`config.mk`:
```
export PLATFORM = sky130hd
export DESIGN_NAME = psda_top
export DESIGN_NICKNAME = d
export VERILOG_FILES = /design/src/verilog/psda_pkg.sv /design/src/verilog/psda_steer_if.sv /design/src/verilog/psda_lane_steer.sv /design/src/verilog/psda_top.sv
export SDC_FILE = /design/constraint.sdc
export NUM_CORES = 1
export LEC_CHECK = 0
export BUFFER_PORTS_ARGS = -buffer_cell sky130_fd_sc_hd__buf_2
export CORE_AREA = 10 10 134 136
export CTS_CLUSTER_SIZE = 12
export DETAILED_ROUTE_END_ITERATION = 6
export DIE_AREA = 0 0 144 146
export PLACE_DENSITY = 0.76
export REMOVE_ABC_BUFFERS = 1
export SETUP_SLACK_MARGIN = 0.3
export SLEW_MARGIN = 20
export SYNTH_ARGS = -nofsm -noshare
export SYNTH_HDL_FRONTEND = slang
export SYNTH_SLANG_ARGS = --single-unit
export TNS_END_PERCENT = 20
```
`constraint.sdc`:
```
create_clock -name clk -period 4 [get_ports clk]
set_input_delay 0.6 -clock clk [delete_from_list [all_inputs] [get_ports clk]]
set_output_delay 0.6 -clock clk [all_outputs]
set_load 0.01 [all_outputs]
```
`src/verilog/psda_pkg.sv`:
```
// Package with constants, encodings and the state record of the program space data access block.
`default_nettype none
package psda_pkg;

  // ----------------------------------------------------------------
  // Widths and field positions
  // ----------------------------------------------------------------
  localparam int PAGE_W = 8;
  localparam int EA_W = 16;
  localparam int PADDR_W = 24;
  localparam int DATA_W = 16;
  localparam int BYTE_W = 8;
  localparam int MID_LSB = 8;
  localparam int TOP_LSB = 16;
  localparam int CFG_BIT = 7;
  localparam int VIS_EN_BIT = 2;
  localparam int VIS_LOW_W = 15;
  localparam int EA_BSEL_BIT = 0;
  localparam logic [EA_W-1:0] VIS_BASE = 16'h8000;

  // ----------------------------------------------------------------
  // Counts, reset values and lane masks
  // ----------------------------------------------------------------
  localparam logic [PADDR_W-1:0] PC_STEP = 24'h000002;
  localparam logic [PADDR_W-1:0] PC_RESET = 24'h000000;
  localparam logic [1:0] PEN_MOVE = 2'h1;
  localparam logic [1:0] PEN_OTHER = 2'h2;
  localparam logic [1:0] PEN_RPT_EDGE = 2'h2;
  localparam logic [1:0] PEN_RPT_MID = 2'h0;
  localparam logic [2:0] MASK_NONE = 3'h0;
  localparam logic [2:0] MASK_LO_BYTE = 3'h1;
  localparam logic [2:0] MASK_MID_BYTE = 3'h2;
  localparam logic [2:0] MASK_LO_WORD = 3'h3;
  localparam logic [2:0] MASK_TOP_BYTE = 3'h4;

  // ----------------------------------------------------------------
  // Encodings
  // ----------------------------------------------------------------
  typedef enum logic [2:0] {
    OP_DATA_READ = 3'b000,
    OP_DATA_WRITE = 3'b001,
    OP_TABLE_READ_LOW = 3'b010,
    OP_TABLE_READ_HIGH = 3'b011,
    OP_TABLE_WRITE_LOW = 3'b100,
    OP_TABLE_WRITE_HIGH = 3'b101
  } psda_op_e;

  typedef enum logic [1:0] {
    ST_IDLE = 2'b00,
    ST_ACCESS = 2'b01,
    ST_PENALTY = 2'b10,
    ST_TWRITE = 2'b11
  } psda_state_e;

  typedef struct packed {
    psda_state_e state;
    psda_op_e op;
    logic fetch;
    logic high_part;
    logic byte_mode;
    logic byte_sel;
    logic [1:0] pen;
    logic [PADDR_W-1:0] prog_addr;
    logic prog_rd;
    logic prog_wr;
    logic prog_cfg;
    logic [PADDR_W-1:0] prog_wdata;
    logic [2:0] prog_wmask;
    logic dspace_sel;
    logic dspace_we;
    logic [DATA_W-1:0] dspace_wdata;
    logic [DATA_W-1:0] data_rdata;
    logic done;
    logic [PADDR_W-1:0] pc;
  } psda_state_s;

endpackage
`default_nettype wire

```
`src/verilog/psda_steer_if.sv`:
```
// Interface carrying a fetched program word to the read lane steering logic and back.
`timescale 1ns/1ps
`default_nettype none
interface psda_steer_if;
  logic [psda_pkg::PADDR_W-1:0] word;
  logic high_part;
  logic byte_mode;
  logic byte_sel;
  logic [psda_pkg::DATA_W-1:0] data;

  modport requester (output word, output high_part, output byte_mode, output byte_sel,
    input data);
  modport steerer (input word, input high_part, input byte_mode, input byte_sel,
    output data);
endinterface
`default_nettype wire

```
`src/verilog/psda_lane_steer.sv`:
```
// Read lane steering from a 24-bit program word onto the 16-bit data path.
`timescale 1ns/1ps
`default_nettype none
module psda_lane_steer (
  // Word in, steered data out
  psda_steer_if.steerer sif
);

  // ----------------------------------------------------------------
  // Steering
  // ----------------------------------------------------------------
  always_comb begin
    sif.data = '0;
    if (sif.high_part) begin
      // The byte above the top byte does not exist and always reads as zero.
      if (!(sif.byte_mode && sif.byte_sel)) begin
        sif.data[psda_pkg::BYTE_W-1:0] = sif.word[psda_pkg::TOP_LSB +: psda_pkg::BYTE_W];
      end
    end else if (sif.byte_mode) begin
      if (sif.byte_sel) begin
        sif.data[psda_pkg::BYTE_W-1:0] = sif.word[psda_pkg::MID_LSB +: psda_pkg::BYTE_W];
      end else begin
        sif.data[psda_pkg::BYTE_W-1:0] = sif.word[psda_pkg::BYTE_W-1:0];
      end
    end else begin
      sif.data = sif.word[psda_pkg::DATA_W-1:0];
    end
  end

endmodule // psda_lane_steer
`default_nettype wire

```
`src/verilog/psda_top.sv`:
```
// Program space data access: table access and visibility window mapping onto program memory.
//
// How it works
// Table address is the table page register above the 16-bit effective address.
// Table page bit 7 selects configuration memory; clear selects user memory.
// Visibility address is the visibility page above effective address bits 14 to 0.
// Remapping happens only while core control bit 2 enables visibility.
// Visibility accesses always go to user memory; address bit 23 is zero.
// Program address bit 15 comes from visibility page bit 0, not address bit 15.
// The program counter advances by two per program word.
// Word table read low returns program bits 15 to 0 unchanged.
// Byte table read low returns the upper or lower byte by byte select.
// Word table read high returns the top byte with data bits 15 to 8 zero.
// Byte table read high returns the top byte, or zero for the phantom byte.
// Low table operations touch the low word; only high ones touch the top byte.
// The visibility window is data addresses 0x8000 and above.
// Visibility reads return only the low 16 bits of the program word.
// Outside repeat, visibility adds one cycle to moves, two to others.
// In repeat, edge iterations add two cycles; middle iterations add none.
// Visibility remapping is suspended while a table operation is in progress.
// Without remapping an access is an ordinary data access, no program fetch.
// A table write loads the holding buffer as one two-cycle word write.
`timescale 1ns/1ps
`default_nettype none
module psda_top (
  // Clock and reset
  input wire logic clk,
  input wire logic rstn,
  // Core request
  input wire logic req_valid,
  output logic req_ready,
  input wire psda_pkg::psda_op_e req_op,
  input wire logic byte_mode,
  input wire logic [psda_pkg::EA_W-1:0] effective_address,
  input wire logic [psda_pkg::DATA_W-1:0] write_data,
  input wire logic is_move,
  // Repeat loop status
  input wire logic rpt_active,
  input wire logic rpt_first,
  input wire logic rpt_last,
  input wire logic rpt_irq_exit,
  input wire logic rpt_irq_reentry,
  // Configuration
  input wire logic [psda_pkg::PAGE_W-1:0] table_page_reg,
  input wire logic [psda_pkg::PAGE_W-1:0] visibility_page_reg,
  input wire logic [psda_pkg::DATA_W-1:0] core_control_reg,
  // Core answer
  output logic done,
  output logic [psda_pkg::DATA_W-1:0] read_data,
  output logic table_busy,
  // Program counter
  input wire logic pc_advance,
  output logic [psda_pkg::PADDR_W-1:0] pc,
  // Program memory
  output logic prog_rd,
  output logic prog_wr,
  output logic prog_cfg,
  output logic [psda_pkg::PADDR_W-1:0] prog_addr,
  output logic [psda_pkg::PADDR_W-1:0] prog_wdata,
  output logic [2:0] prog_wmask,
  input wire logic [psda_pkg::PADDR_W-1:0] prog_rdata,
  // Data space
  output logic dspace_sel,
  output logic dspace_we,
  output logic [psda_pkg::EA_W-1:0] dspace_addr,
  output logic [psda_pkg::DATA_W-1:0] dspace_wdata,
  input wire logic [psda_pkg::DATA_W-1:0] dspace_rdata
);

  // ----------------------------------------------------------------
  // Reset release
  // ----------------------------------------------------------------
  logic [1:0] rsync;
  logic rst_n_sync;

  always_ff @(posedge clk or negedge rstn) begin
    if (!rstn) begin
      rsync <= 2'h0;
    end else begin
      rsync <= {rsync[0], 1'h1};
    end
  end
  assign rst_n_sync = rsync[1];

  // ----------------------------------------------------------------
  // Request decode
  // ----------------------------------------------------------------
  psda_pkg::psda_state_s st;
  psda_pkg::psda_state_s next_st;
  psda_steer_if sif ();
  logic accept;
  logic is_table;
  logic is_twrite;
  logic vis_en;
  logic in_window;
  logic remap;
  logic rpt_edge;
  logic bsel;
  logic [1:0] penalty;
  logic [psda_pkg::EA_W-1:0] ea_q;

  assign accept = req_valid && req_ready;
  assign is_table = (req_op != psda_pkg::OP_DATA_READ) && (req_op != psda_pkg::OP_DATA_WRITE);
  assign is_twrite = (req_op == psda_pkg::OP_TABLE_WRITE_LOW) ||
    (req_op == psda_pkg::OP_TABLE_WRITE_HIGH);
  assign vis_en = core_control_reg[psda_pkg::VIS_EN_BIT];
  assign in_window = effective_address >= psda_pkg::VIS_BASE;
  // A table operation in flight keeps the window closed.
  assign remap = (req_op == psda_pkg::OP_DATA_READ) && vis_en && in_window && !table_busy;
  assign rpt_edge = rpt_first || rpt_last || rpt_irq_exit || rpt_irq_reentry;
  assign bsel = effective_address[psda_pkg::EA_BSEL_BIT];

  always_comb begin
    if (!rpt_active) begin
      penalty = is_move ? psda_pkg::PEN_MOVE : psda_pkg::PEN_OTHER;
    end else begin
      penalty = rpt_edge ? psda_pkg::PEN_RPT_EDGE : psda_pkg::PEN_RPT_MID;
    end
  end

  assign sif.word = prog_rdata;
  assign sif.high_part = st.high_part;
  assign sif.byte_mode = st.byte_mode;
  assign sif.byte_sel = st.byte_sel;

  psda_lane_steer u_steer (
    .sif(sif.steerer)
  );

  // ----------------------------------------------------------------
  // Next state
  // ----------------------------------------------------------------
  always_comb begin
    next_st = st;
    next_st.prog_rd = 1'h0;
    next_st.prog_wr = 1'h0;
    next_st.dspace_sel = 1'h0;
    next_st.done = 1'h0;
    if (pc_advance) begin
      next_st.pc = st.pc + psda_pkg::PC_STEP;
    end
    case (st.state)
      psda_pkg::ST_IDLE: begin
        if (accept) begin
          next_st.op = req_op;
          next_st.byte_mode = byte_mode;
          next_st.byte_sel = bsel;
          next_st.high_part = (req_op == psda_pkg::OP_TABLE_READ_HIGH);
          next_st.pen = 2'h0;
          next_st.fetch = 1'h0;
          next_st.dspace_we = 1'h0;
          if (is_table) begin
            next_st.prog_addr = {table_page_reg, effective_address};
            next_st.prog_cfg = table_page_reg[psda_pkg::CFG_BIT];
          end
          if (is_twrite) begin
            next_st.state = psda_pkg::ST_TWRITE;
            next_st.prog_wr = 1'h1;
            if (req_op == psda_pkg::OP_TABLE_WRITE_LOW) begin
              next_st.prog_wdata = {8'h00, byte_mode ? write_data[psda_pkg::BYTE_W-1:0] :
                write_data[psda_pkg::DATA_W-1:psda_pkg::BYTE_W],
                write_data[psda_pkg::BYTE_W-1:0]};
              if (!byte_mode) begin
                next_st.prog_wmask = psda_pkg::MASK_LO_WORD;
              end else begin
                next_st.prog_wmask = bsel ? psda_pkg::MASK_MID_BYTE : psda_pkg::MASK_LO_BYTE;
              end
            end else begin
              next_st.prog_wdata = {write_data[psda_pkg::BYTE_W-1:0], 16'h0000};
              // The phantom byte has no storage, so a byte write to it changes nothing.
              next_st.prog_wmask = (byte_mode && bsel) ? psda_pkg::MASK_NONE :
                psda_pkg::MASK_TOP_BYTE;
            end
          end else if (is_table) begin
            next_st.state = psda_pkg::ST_ACCESS;
            next_st.prog_rd = 1'h1;
            next_st.fetch = 1'h1;
          end else if (remap) begin
            next_st.state = psda_pkg::ST_ACCESS;
            next_st.prog_rd = 1'h1;
            next_st.fetch = 1'h1;
            next_st.byte_mode = 1'h0;
            next_st.prog_cfg = 1'h0;
            next_st.prog_addr = {1'h0, visibility_page_reg,
              effective_address[psda_pkg::VIS_LOW_W-1:0]};
            next_st.pen = penalty;
          end else begin
            next_st.state = psda_pkg::ST_ACCESS;
            next_st.dspace_sel = 1'h1;
            next_st.dspace_we = (req_op == psda_pkg::OP_DATA_WRITE);
            next_st.dspace_wdata = write_data;
          end
        end
      end
      psda_pkg::ST_ACCESS: begin
        next_st.data_rdata = st.fetch ? sif.data : dspace_rdata;
        if (st.pen == 2'h0) begin
          next_st.done = 1'h1;
          next_st.state = psda_pkg::ST_IDLE;
        end else begin
          next_st.state = psda_pkg::ST_PENALTY;
        end
      end
      psda_pkg::ST_PENALTY: begin
        next_st.pen = st.pen - 2'h1;
        if (st.pen == 2'h1) begin
          next_st.done = 1'h1;
          next_st.state = psda_pkg::ST_IDLE;
        end
      end
      psda_pkg::ST_TWRITE: begin
        next_st.done = 1'h1;
        next_st.state = psda_pkg::ST_IDLE;
      end
      default: begin
        next_st.state = psda_pkg::ST_IDLE;
      end
    endcase
  end

  always_ff @(posedge clk or negedge rst_n_sync) begin
    if (!rst_n_sync) begin
      st <= '0;
      ea_q <= '0;
    end else begin
      st <= next_st;
      if (accept) begin
        ea_q <= effective_address;
      end
    end
  end

  // ----------------------------------------------------------------
  // Outputs
  // ----------------------------------------------------------------
  assign req_ready = (st.state == psda_pkg::ST_IDLE);
  assign table_busy = (st.state != psda_pkg::ST_IDLE) && (st.op != psda_pkg::OP_DATA_READ) &&
    (st.op != psda_pkg::OP_DATA_WRITE);
  assign done = st.done;
  assign read_data = st.data_rdata;
  assign pc = st.pc;
  assign prog_rd = st.prog_rd;
  assign prog_wr = st.prog_wr;
  assign prog_cfg = st.prog_cfg;
  assign prog_addr = st.prog_addr;
  assign prog_wdata = st.prog_wdata;
  assign prog_wmask = st.prog_wmask;
  assign dspace_sel = st.dspace_sel;
  assign dspace_we = st.dspace_we;
  assign dspace_addr = ea_q;
  assign dspace_wdata = st.dspace_wdata;
endmodule // psda_top
`default_nettype wire

```
# Word-level counts from Yosys, hierarchy flattened
# Index checks and enable logic that the tools add are counted.
# totals
latch_bits	0
mem_bits_ro	0
regBits	142
memories	0
mem_bits_rw	0
output_inout_bits	131
# classes
shift	0
n_mul	0
n_reduce_logical	26
n_addsub	2
order_cmp	1
n_eq_ne	12
muxes	45
bitwise	3
div	0
# op_table
op	n
$mux 27	4
$mux 83	1
$mux 8	7
$mux 18	3
$mux 48	1
$mux 26	1
$add 24x2->24 const B	1
$mux 24	1
$ge 16x16->1 const B	1
$mux 16	1
$mux 2	8
$mux 1	14
$logic_and 1x1->1	9
$pmux 2 s4	1
$eq 3x3->1 const B	2
$ne 3x1->1 const B	2
$reduce_and 2->1	3
$reduce_bool 3->1	2
$reduce_and 5->1	1
$eq 2x1->1 const B	2
$eq 2x2->1 const B	2
$logic_not 2->1	2
$logic_or 1x1->1	4
$pmux 2 s2	1
other kinds (12)	15

# Longest topological paths before layout
# Gate-level depths: netlist of run 1.
# logic_depth
word_depth	10
depth_mapped	8
mapped_depth_nobuf	6

# Cells and area by module
# From an unflattened synthesis of run 1, not the netlist that was laid out.
# unflattened
hier_cells	656
area_unflattened_um2	6993.0
# by_module_without_submodules
module	instances	cells_each	area_per_inst_um2
psda_top	1	617	6656.4
psda_lane_steer	1	39	336.6

# Worst setup path after synthesis of run 1
# No wires, ideal clock.
# synth_timing
kind	input port to flip-flop
start	input req_op[2]
end	register st, in the netlist dspace_wdata[10]
n_path_buf	3
cell_stages	6
arrival_time_ns	1.863
path_slack_ns	2.012
path_cell_list	or2_1 > buf_6 > or3_1 > buf_6 > buf_8 > mux2_4
# synth_via
elab_chain_cells	6
word_cells_on_any_way	14
# synth_rtl
item	line_no	text
start, declared	psda_top.sv:32	input wire psda_pkg::psda_op_e req_op,
$logic_not 3->1	psda_top.sv:109	assign remap = (req_op == psda_pkg::OP_DATA_READ) && vis_en && in_window && !table_busy;
$logic_and 1x1->1 (3 in series)	psda_top.sv:109	
$not 1->1 (no source line)	--	
$reduce_and 5->1 (no source line) (*)	--	
end signal, assigned	psda_top.sv:226	st <= next_st;
end, declared	psda_top.sv:88	psda_pkg::psda_state_s st;
# Every way passes the cells marked *; elsewhere a longest branch is shown, timed or not.
# A chain may end at the register's enable or synchronous reset.

# Final worst setup path of run 1
# layout_timing
start	register st[122] in the netlist's numbering
end	register st, in the netlist prog_wdata[9]
# layout_via
elab_chain_cells	3
# layout_rtl
item	line_no	text
$logic_not 2->1 (*)	psda_top.sv:142, psda_top.sv:236	
$logic_and 1x1->1	psda_top.sv:102	assign accept = req_valid && req_ready;
$reduce_and 3->1 (no source line) (*)	--	
# Marks and branches as above.

==> flow_summary.json, run 1 <==
{
  "crit_path_end_kind": "flip-flop",
  "rsz0062_at_grt": "no",
  "path_cells": "nor2_2 > nand2_1 > inv_1 > buf_4 > nand2_2 > o31ai_1",
  "crit_path_max_fanout": 56,
  "via_count": 4812,
  "antennaDiodeCount": 0,
  "final_common_cell": "buf_2",
  "antenna_found_initial": 0,
  "synth_top_area_share": 0.516,
  "routed_via_density": 4.91,
  "fin_crit_ns": 2.23,
  "drc": 0,
  "h-tree-depth": 4,
  "ctsRootBufferMaster": "clkbuf_16",
  "fp.dieW_microns": 144,
  "peakVddDrop_mv": 0.385,
  "drt-total-wl_mm": 16.6,
  "cts_hold_buf": 1,
  "worstSetupPathType": "flip-flop to flip-flop",
  "max_cap_violations": 0,
  "worst_skew_pair.late_latency_ns": 0.41,
  "ys_ff_latch": 139,
  "gp_congestion": 0.739,
  "cts_buffer_depth": 2,
  "synth_enable_flop_cells": 0,
  "status": "completed",
  "fillers": 1415,
  "start_util": 0.435,
  "final_nets": 897,
  "startpoint_type": "flip-flop",
  "slew_viol_final": 0,
  "yosys.area.top_type": "dfrtp_1",
  "synth_cells": 656,
  "cts_inserted_buffers": 17,
  "yosysUniqueCellTypes": 44,
  "dieArea_sq_mm": 0.0210,
  "numPortBuffers": 232,
  "grt_pass1_wl_mm": 26.5,
  "critPathArrivalTime_ns": 2.52,
  "cts_setup_buffers": 0,
  "drt-initial-drc-count": 230,
  "core_sq_mm": 0.0155,
  "syn_to_final_growth_pct": 17.0,
  "final-seq-area_sq_mm": 0.00348,
  "hp-class": "flip-flop to flip-flop",
  "boundaryPins": 249,
  "yosys_warnings": 0,
  "setup_viol": 0,
  "synth_ff_type": "dfrtp_1",
  "syn_area_per_cell_sq_um": 10.3,
  "synth_area_leaders": "dfrtp_1, buf_4, nand2_1, mux2_2, o21ai_0",
  "cts_resized": 0,
  "clock-sinks": 139,
  "tritoncts": "built",
  "whs_ns": 0.362,
  "wl_per_cell_microns": 16.9,
  "final_cells": 981,
  "dpl.hpwl_mm": 12.1,
  "drive_gt1_frac": 0.392,
  "grt_overflow": 0,
  "critPathSlowestCell": "nand2_2",
  "synthArstFlopShare": 1.00,
  "dp.cells": 948,
  "worst_pin_slew_ns": 0.967,
  "hold_viol_final": 0,
  "synth_area_sq_mm": 0.00674,
  "slew_headroom": 0.355,
  "ys_seq_area_frac": 0.516,
  "critPathMaxStageDelay_ns": 0.59,
  "grt_max_degree": 77,
  "drt_first_pass_iters": 4,
  "p_leak_nw": 4.14,
  "multiInputGateArea_sq_mm": 0.00228,
  "track_usage": 0.159,
  "cp.required_ns": 4.29,
  "grt_pass1_vias": 4999,
  "clkTransAtPathRegs_ns": 0.06,
  "core.rowCount": 46,
  "dieHeight_microns": 146,
  "skew_ns": 0.00838,
  "layout_common_cells": "buf_2, dfrtp_1, nand2_1, o21ai_0, nor2_1",
  "ant_nets": 0,
  "timing.fmax_mhz": 448,
  "power_density_mw_per_mm2": 749,
  "period_share": 0.558
}
==> registers in the layout, summed over array words and instances (netlist names) <==
register / cells
prog_rd: 1
st: 7
prog_wmask: 3
pc: 23
sif.byte_mode: 1
dspace_wdata: 16
dspace_we: 1
rsync: 2
done: 1
dspace_sel: 1
dspace_addr: 15
sif.high_part: 1
prog_cfg: 1
prog_wr: 1
sif.byte_sel: 1
read_data: 16
prog_addr: 24
prog_wdata: 24
==> worst max-delay path: cells and delay by family (launching register included) <==
kind	cells	cell delay [ns]
and+or+nand+nor	3	0.84
AOI/OAI and AO/OA	1	0.48
DFF	1	0.44
buffers and inverters	2	0.34
==> power breakdown <==
part           internal (mW)  switching [mW]
logic                  0.871            1.05
registers               1.96           0.366
clock network           1.04           0.612
total                   3.88            2.03
==> cells by family after synthesis <==
logic type               after synthesis  share of synthesized area
AO/OA/AOI/OAI                         88                     0.0850
AND/OR/NAND/NOR                      205                      0.133
XOR/XNOR                              22                     0.0286
buffers and inverters                148                      0.147
adder cells (fa/ha/maj)                3                    0.00557
flip-flops                           139                      0.516
other                                  2                    0.00111
multiplexers                          49                     0.0837
==> stage by stage <==
step	utilization	power (mW)	worst slack (ns)	TNS, ns	area [sq um]
detailed placement	0.468	4.32	1.53	0	7250
finish	0.509	5.91	1.77	0	7890
CTS	0.509	6.00	1.77	0	7890
global route	0.509	6.30	1.55	0	7890
global placement	0.468	4.25	1.56	0	7250
floorplan	-	3.36	-0.160	-21.85	5780
==> Yosys cell counts (all sizes together) (3+ instances only) <==
master	count
xnor2	18
a21oi	9
a22oi	8
clkbuf	22
nand4	6
buf	118
mux2	32
ha	3
o31ai	11
inv	8
xor2	4
a22o	8
nor2	25
nand3	21
o21ai	35
mux2i	17
nor3b	3
o211ai	11
nand2	127
dfrtp	139
nor2b	9
==> path summary, 6_finish.rpt <==
kind,startpoint,slack [ns],depth (start not counted),endpoint
setup / recovery,st[122]$_DFFE_PN0P_,1.77,6,prog_wdata[9]$_DFFE_PN0P_
hold / removal,rsync[0]$_DFF_PN0_,0.36,0,rsync[1]$_DFF_PN0_
setup reg to reg,st[122]$_DFFE_PN0P_,1.77,6,prog_wdata[9]$_DFFE_PN0P_
hold reg to reg,rsync[0]$_DFF_PN0_,0.36,0,rsync[1]$_DFF_PN0_
max in group asynchronous,rsync[1]$_DFF_PN0_,2.49,1,read_data[8]$_DFFE_PN0P_
min in group asynchronous,rsync[1]$_DFF_PN0_,0.48,0,prog_wdata[15]$_DFFE_PN0P_
==> metal layers <==
layer  GRT usage  up-vias  part of all wire  wire [microns]
met5           0        -                 0               0
met4      0.0572        0             0.015             251
met3      0.0483       21             0.074            1240
met2       0.260      153              0.49            8150
met1       0.191     2303              0.42            6970
li1            -     2335                 -               -
==> final cells by class <==
type / count / share of cell area
sequential: 139 / 0.441
multi-input combinational: 369 / 0.289
timing repair buffer: 241 / 0.156
clock buffer: 21 / 0.0596
tap: 192 / 0.0305
clock inverter: 11 / 0.0200
inverter: 8 / 0.00381
Note: power is estimated with default switching activity, not from simulation.
==> inputs of run 2 (changes only) <==
- ABC_AREA: default -> 1
- CORE_AREA: 10 10 134 136 -> 10 10 137 139
- DIE_AREA: 0 0 144 146 -> 0 0 147 149
- PLACE_DENSITY: 0.76 -> 0.72
- clock period: 4 -> 2.3 ns (I/O delays scaled with it)
==> run 2 against run 1 <==
Compared with the run above: critical path depth is the same; power grew 80%; utilization grew 0.30 points.
==> flow_summary.json, run 2 <==
{
  "synth_top_area_share": 0.491,
  "gp_congestion": 0.848,
  "tritoncts": "built",
  "power_frac_clock": 0.279,
  "yosys_warnings": 0,
  "critPathSlowestCell": "dfrtp_1",
  "period_share": 0.795,
  "p_seq_frac": 0.382,
  "cts_inserted_buffers": 17,
  "final_nets": 1042,
  "peakVddDrop_mv": 0.581,
  "path_cells": "o21ai_4 > nand2_4 > nand2_8 > nand2_4 > nand2_1 > o21ai_2",
  "syn_area_per_cell_sq_um": 8.88,
  "hold_viol_final": 0,
  "ant_nets": 0,
  "yosys.area.top_type": "dfrtp_1",
  "drt_first_pass_iters": 4,
  "worst_pin_slew_ns": 0.739,
  "max_cap_violations": 0,
  "hp-class": "input port to flip-flop",
  "synthArstFlopShare": 1.00,
  "crit_path_max_fanout": 34,
  "grt_pass1_wl_mm": 30.6,
  "skew_ns": 0.00591,
  "dieHeight_microns": 149,
  "final_common_cell": "buf_2",
  "start_util": 0.438,
  "final_util": 0.512,
  "cts_buffer_depth": 2,
  "drt-total-wl_mm": 19.0,
  "grt_max_degree": 67,
  "h-tree-depth": 4,
  "fp.dieW_microns": 147,
  "grt_overflow": 0,
  "numPortBuffers": 232,
  "preCtsSetupSlack_ns": 0.284,
  "ys_ff_latch": 139,
  "track_usage": 0.174,
  "critPathArrivalTime_ns": 2.13,
  "dieArea_sq_mm": 0.0219,
  "cp.required_ns": 2.60,
  "dpl.hpwl_mm": 14.0,
  "clock-sinks": 139,
  "power_density_mw_per_mm2": 1280,
  "r2r-start": "st[121]$_DFFE_PN0P_",
  "synth_ff_type": "dfrtp_1",
  "crit_path_end_kind": "flip-flop",
  "synth_enable_flop_cells": 0,
  "p_sw_frac": 0.367,
  "wl_per_cell_microns": 16.5,
  "via_count": 5510,
  "p_int_mw": 6.73,
  "layout_common_cells": "buf_2, nand2_1, dfrtp_1, o21ai_0, inv_1",
  "timing.fmax_mhz": 547,
  "slew_viol_final": 0,
  "fin_crit_ns": 1.83,
  "status": "completed",
  "cts_setup_buffers": 0,
  "drc": 0,
  "synth_common_cells": "nand2_1, dfrtp_1, buf_4",
  "syn_to_final_growth_pct": 17.1,
  "min_from": "write_data[9]",
  "ys_seq_area_frac": 0.491,
  "drive_gt1_frac": 0.334,
  "netSwitchingPower_mw": 3.91,
  "dp.cells": 1121,
  "synth_area_leaders": "dfrtp_1, buf_4, nand2_1, o21ai_0, inv_1",
  "rsz0062_at_grt": "no",
  "boundaryPins": 249,
  "core_sq_mm": 0.0162,
  "p_leak_nw": 4.36,
  "pwr-share-comb": 0.339,
  "setup_viol": 0,
  "startpoint_type": "flip-flop",
  "crit_top_cell": "nand2_4",
  "worst_slack_ns": 0.473,
  "drt-initial-drc-count": 258,
  "yosysMostFrequentCell": "nand2_1",
  "worstSetupStartpoint": "st[121]$_DFFE_PN0P_",
  "grt_pass1_vias": 5701,
  "ctsRootBufferMaster": "clkbuf_16",
  "worstSetupPathType": "flip-flop to flip-flop",
  "antenna_found_initial": 2,
  "worst_skew_pair.late_latency_ns": 0.42,
  "core.rowCount": 47,
  "slew_headroom": 0.507,
  "final_cells": 1155,
  "routed_via_density": 4.77,
  "yosysUniqueCellTypes": 40,
  "synth_area_sq_mm": 0.00708,
  "clkTransAtPathRegs_ns": 0.06,
  "synth_cells": 797,
  "critPathMaxStageDelay_ns": 0.41
}
[run 2: logic make-up (layout without fill, tap and decap cells)]
| kind of cell | Yosys count | count (layout) | synth area share |
|---|---|---|---|
| other | 2 | 3 | 0.00106 |
| XOR/XNOR | 17 | 17 | 0.0210 |
| AO/OA/AOI/OAI | 159 | 159 | 0.137 |
| flip-flops | 139 | 139 | 0.491 |
| buffers and inverters | 200 | 337 | 0.173 |
| AND/OR/NAND/NOR | 277 | 277 | 0.171 |
| adder cells (fa/ha/maj) | 3 | 3 | 0.00530 |
[run 2: cell type report]
cell class              count  area [sq um]
clock inverters            13           191
fillers                  1562          7880
flip-flops and latches    139          3480
clock buffers              19           453
well taps                 220           275
multi-input cells         458          2370
inverters                  61           231
diodes                      1          2.50
repair buffers            244          1280
[run 2: per-stage QoR]
stage                     area (sq um)  hold slack, ns  power [mW]  setup TNS, ns
after CTS                         8290           0.118        10.8              0
final                             8290           0.136        10.6              0
after detailed placement          7630           0.132        7.79              0
after global placement            7630           0.130        7.69              0
after floorplan                   6080          0.0494        6.01        -254.75
after global routing              8290           0.132        11.4              0
[run 2: final timing paths]
path	slack (ns)	end	cells past startpoint
worst min-delay path	0.14	dspace_wdata[9]$_DFFE_PN0P_	3
min in group asynchronous	0.23	rsync[1]$_DFF_PN0_	2
worst min register to register	0.33	prog_addr[11]$_DFFE_PN0P_	0
worst max register to register	0.47	prog_addr[1]$_DFFE_PN0P_	6
worst max-delay path	0.47	prog_addr[1]$_DFFE_PN0P_	6
max in group asynchronous	1.22	read_data[14]$_DFFE_PN0P_	1
[run 2: repair_timing]
action	in CTS	in global routing
gates resized for setup	0	0
endpoints found under the hold margin	2	0
hold buffers	1	0
[run 2: layer usage]
layer	vias up	global-route usage	wire [microns]
li1	2742	-	-
met1	2553	0.204	7840
met2	192	0.281	9080
met3	21	0.0813	1830
met4	2	0.0496	261
met5	-	0	7
[run 2: worst max-delay path: cells and delay by family (launching register included)]
family             cells  cell delay [ns]
AOI/OAI and AO/OA      2             0.42
DFF                    1             0.41
and+or+nand+nor        4             0.85
[run 2: power by group through the flow]
stage                     clock [mW]  combinational (mW)  sequential [mW]
after floorplan                    0                1.51             4.50
after global placement             0                3.63             4.06
after detailed placement           0                3.71             4.08
after CTS                       3.04                3.70             4.07
after global routing            3.15                4.08             4.19
final                           2.97                3.61             4.06
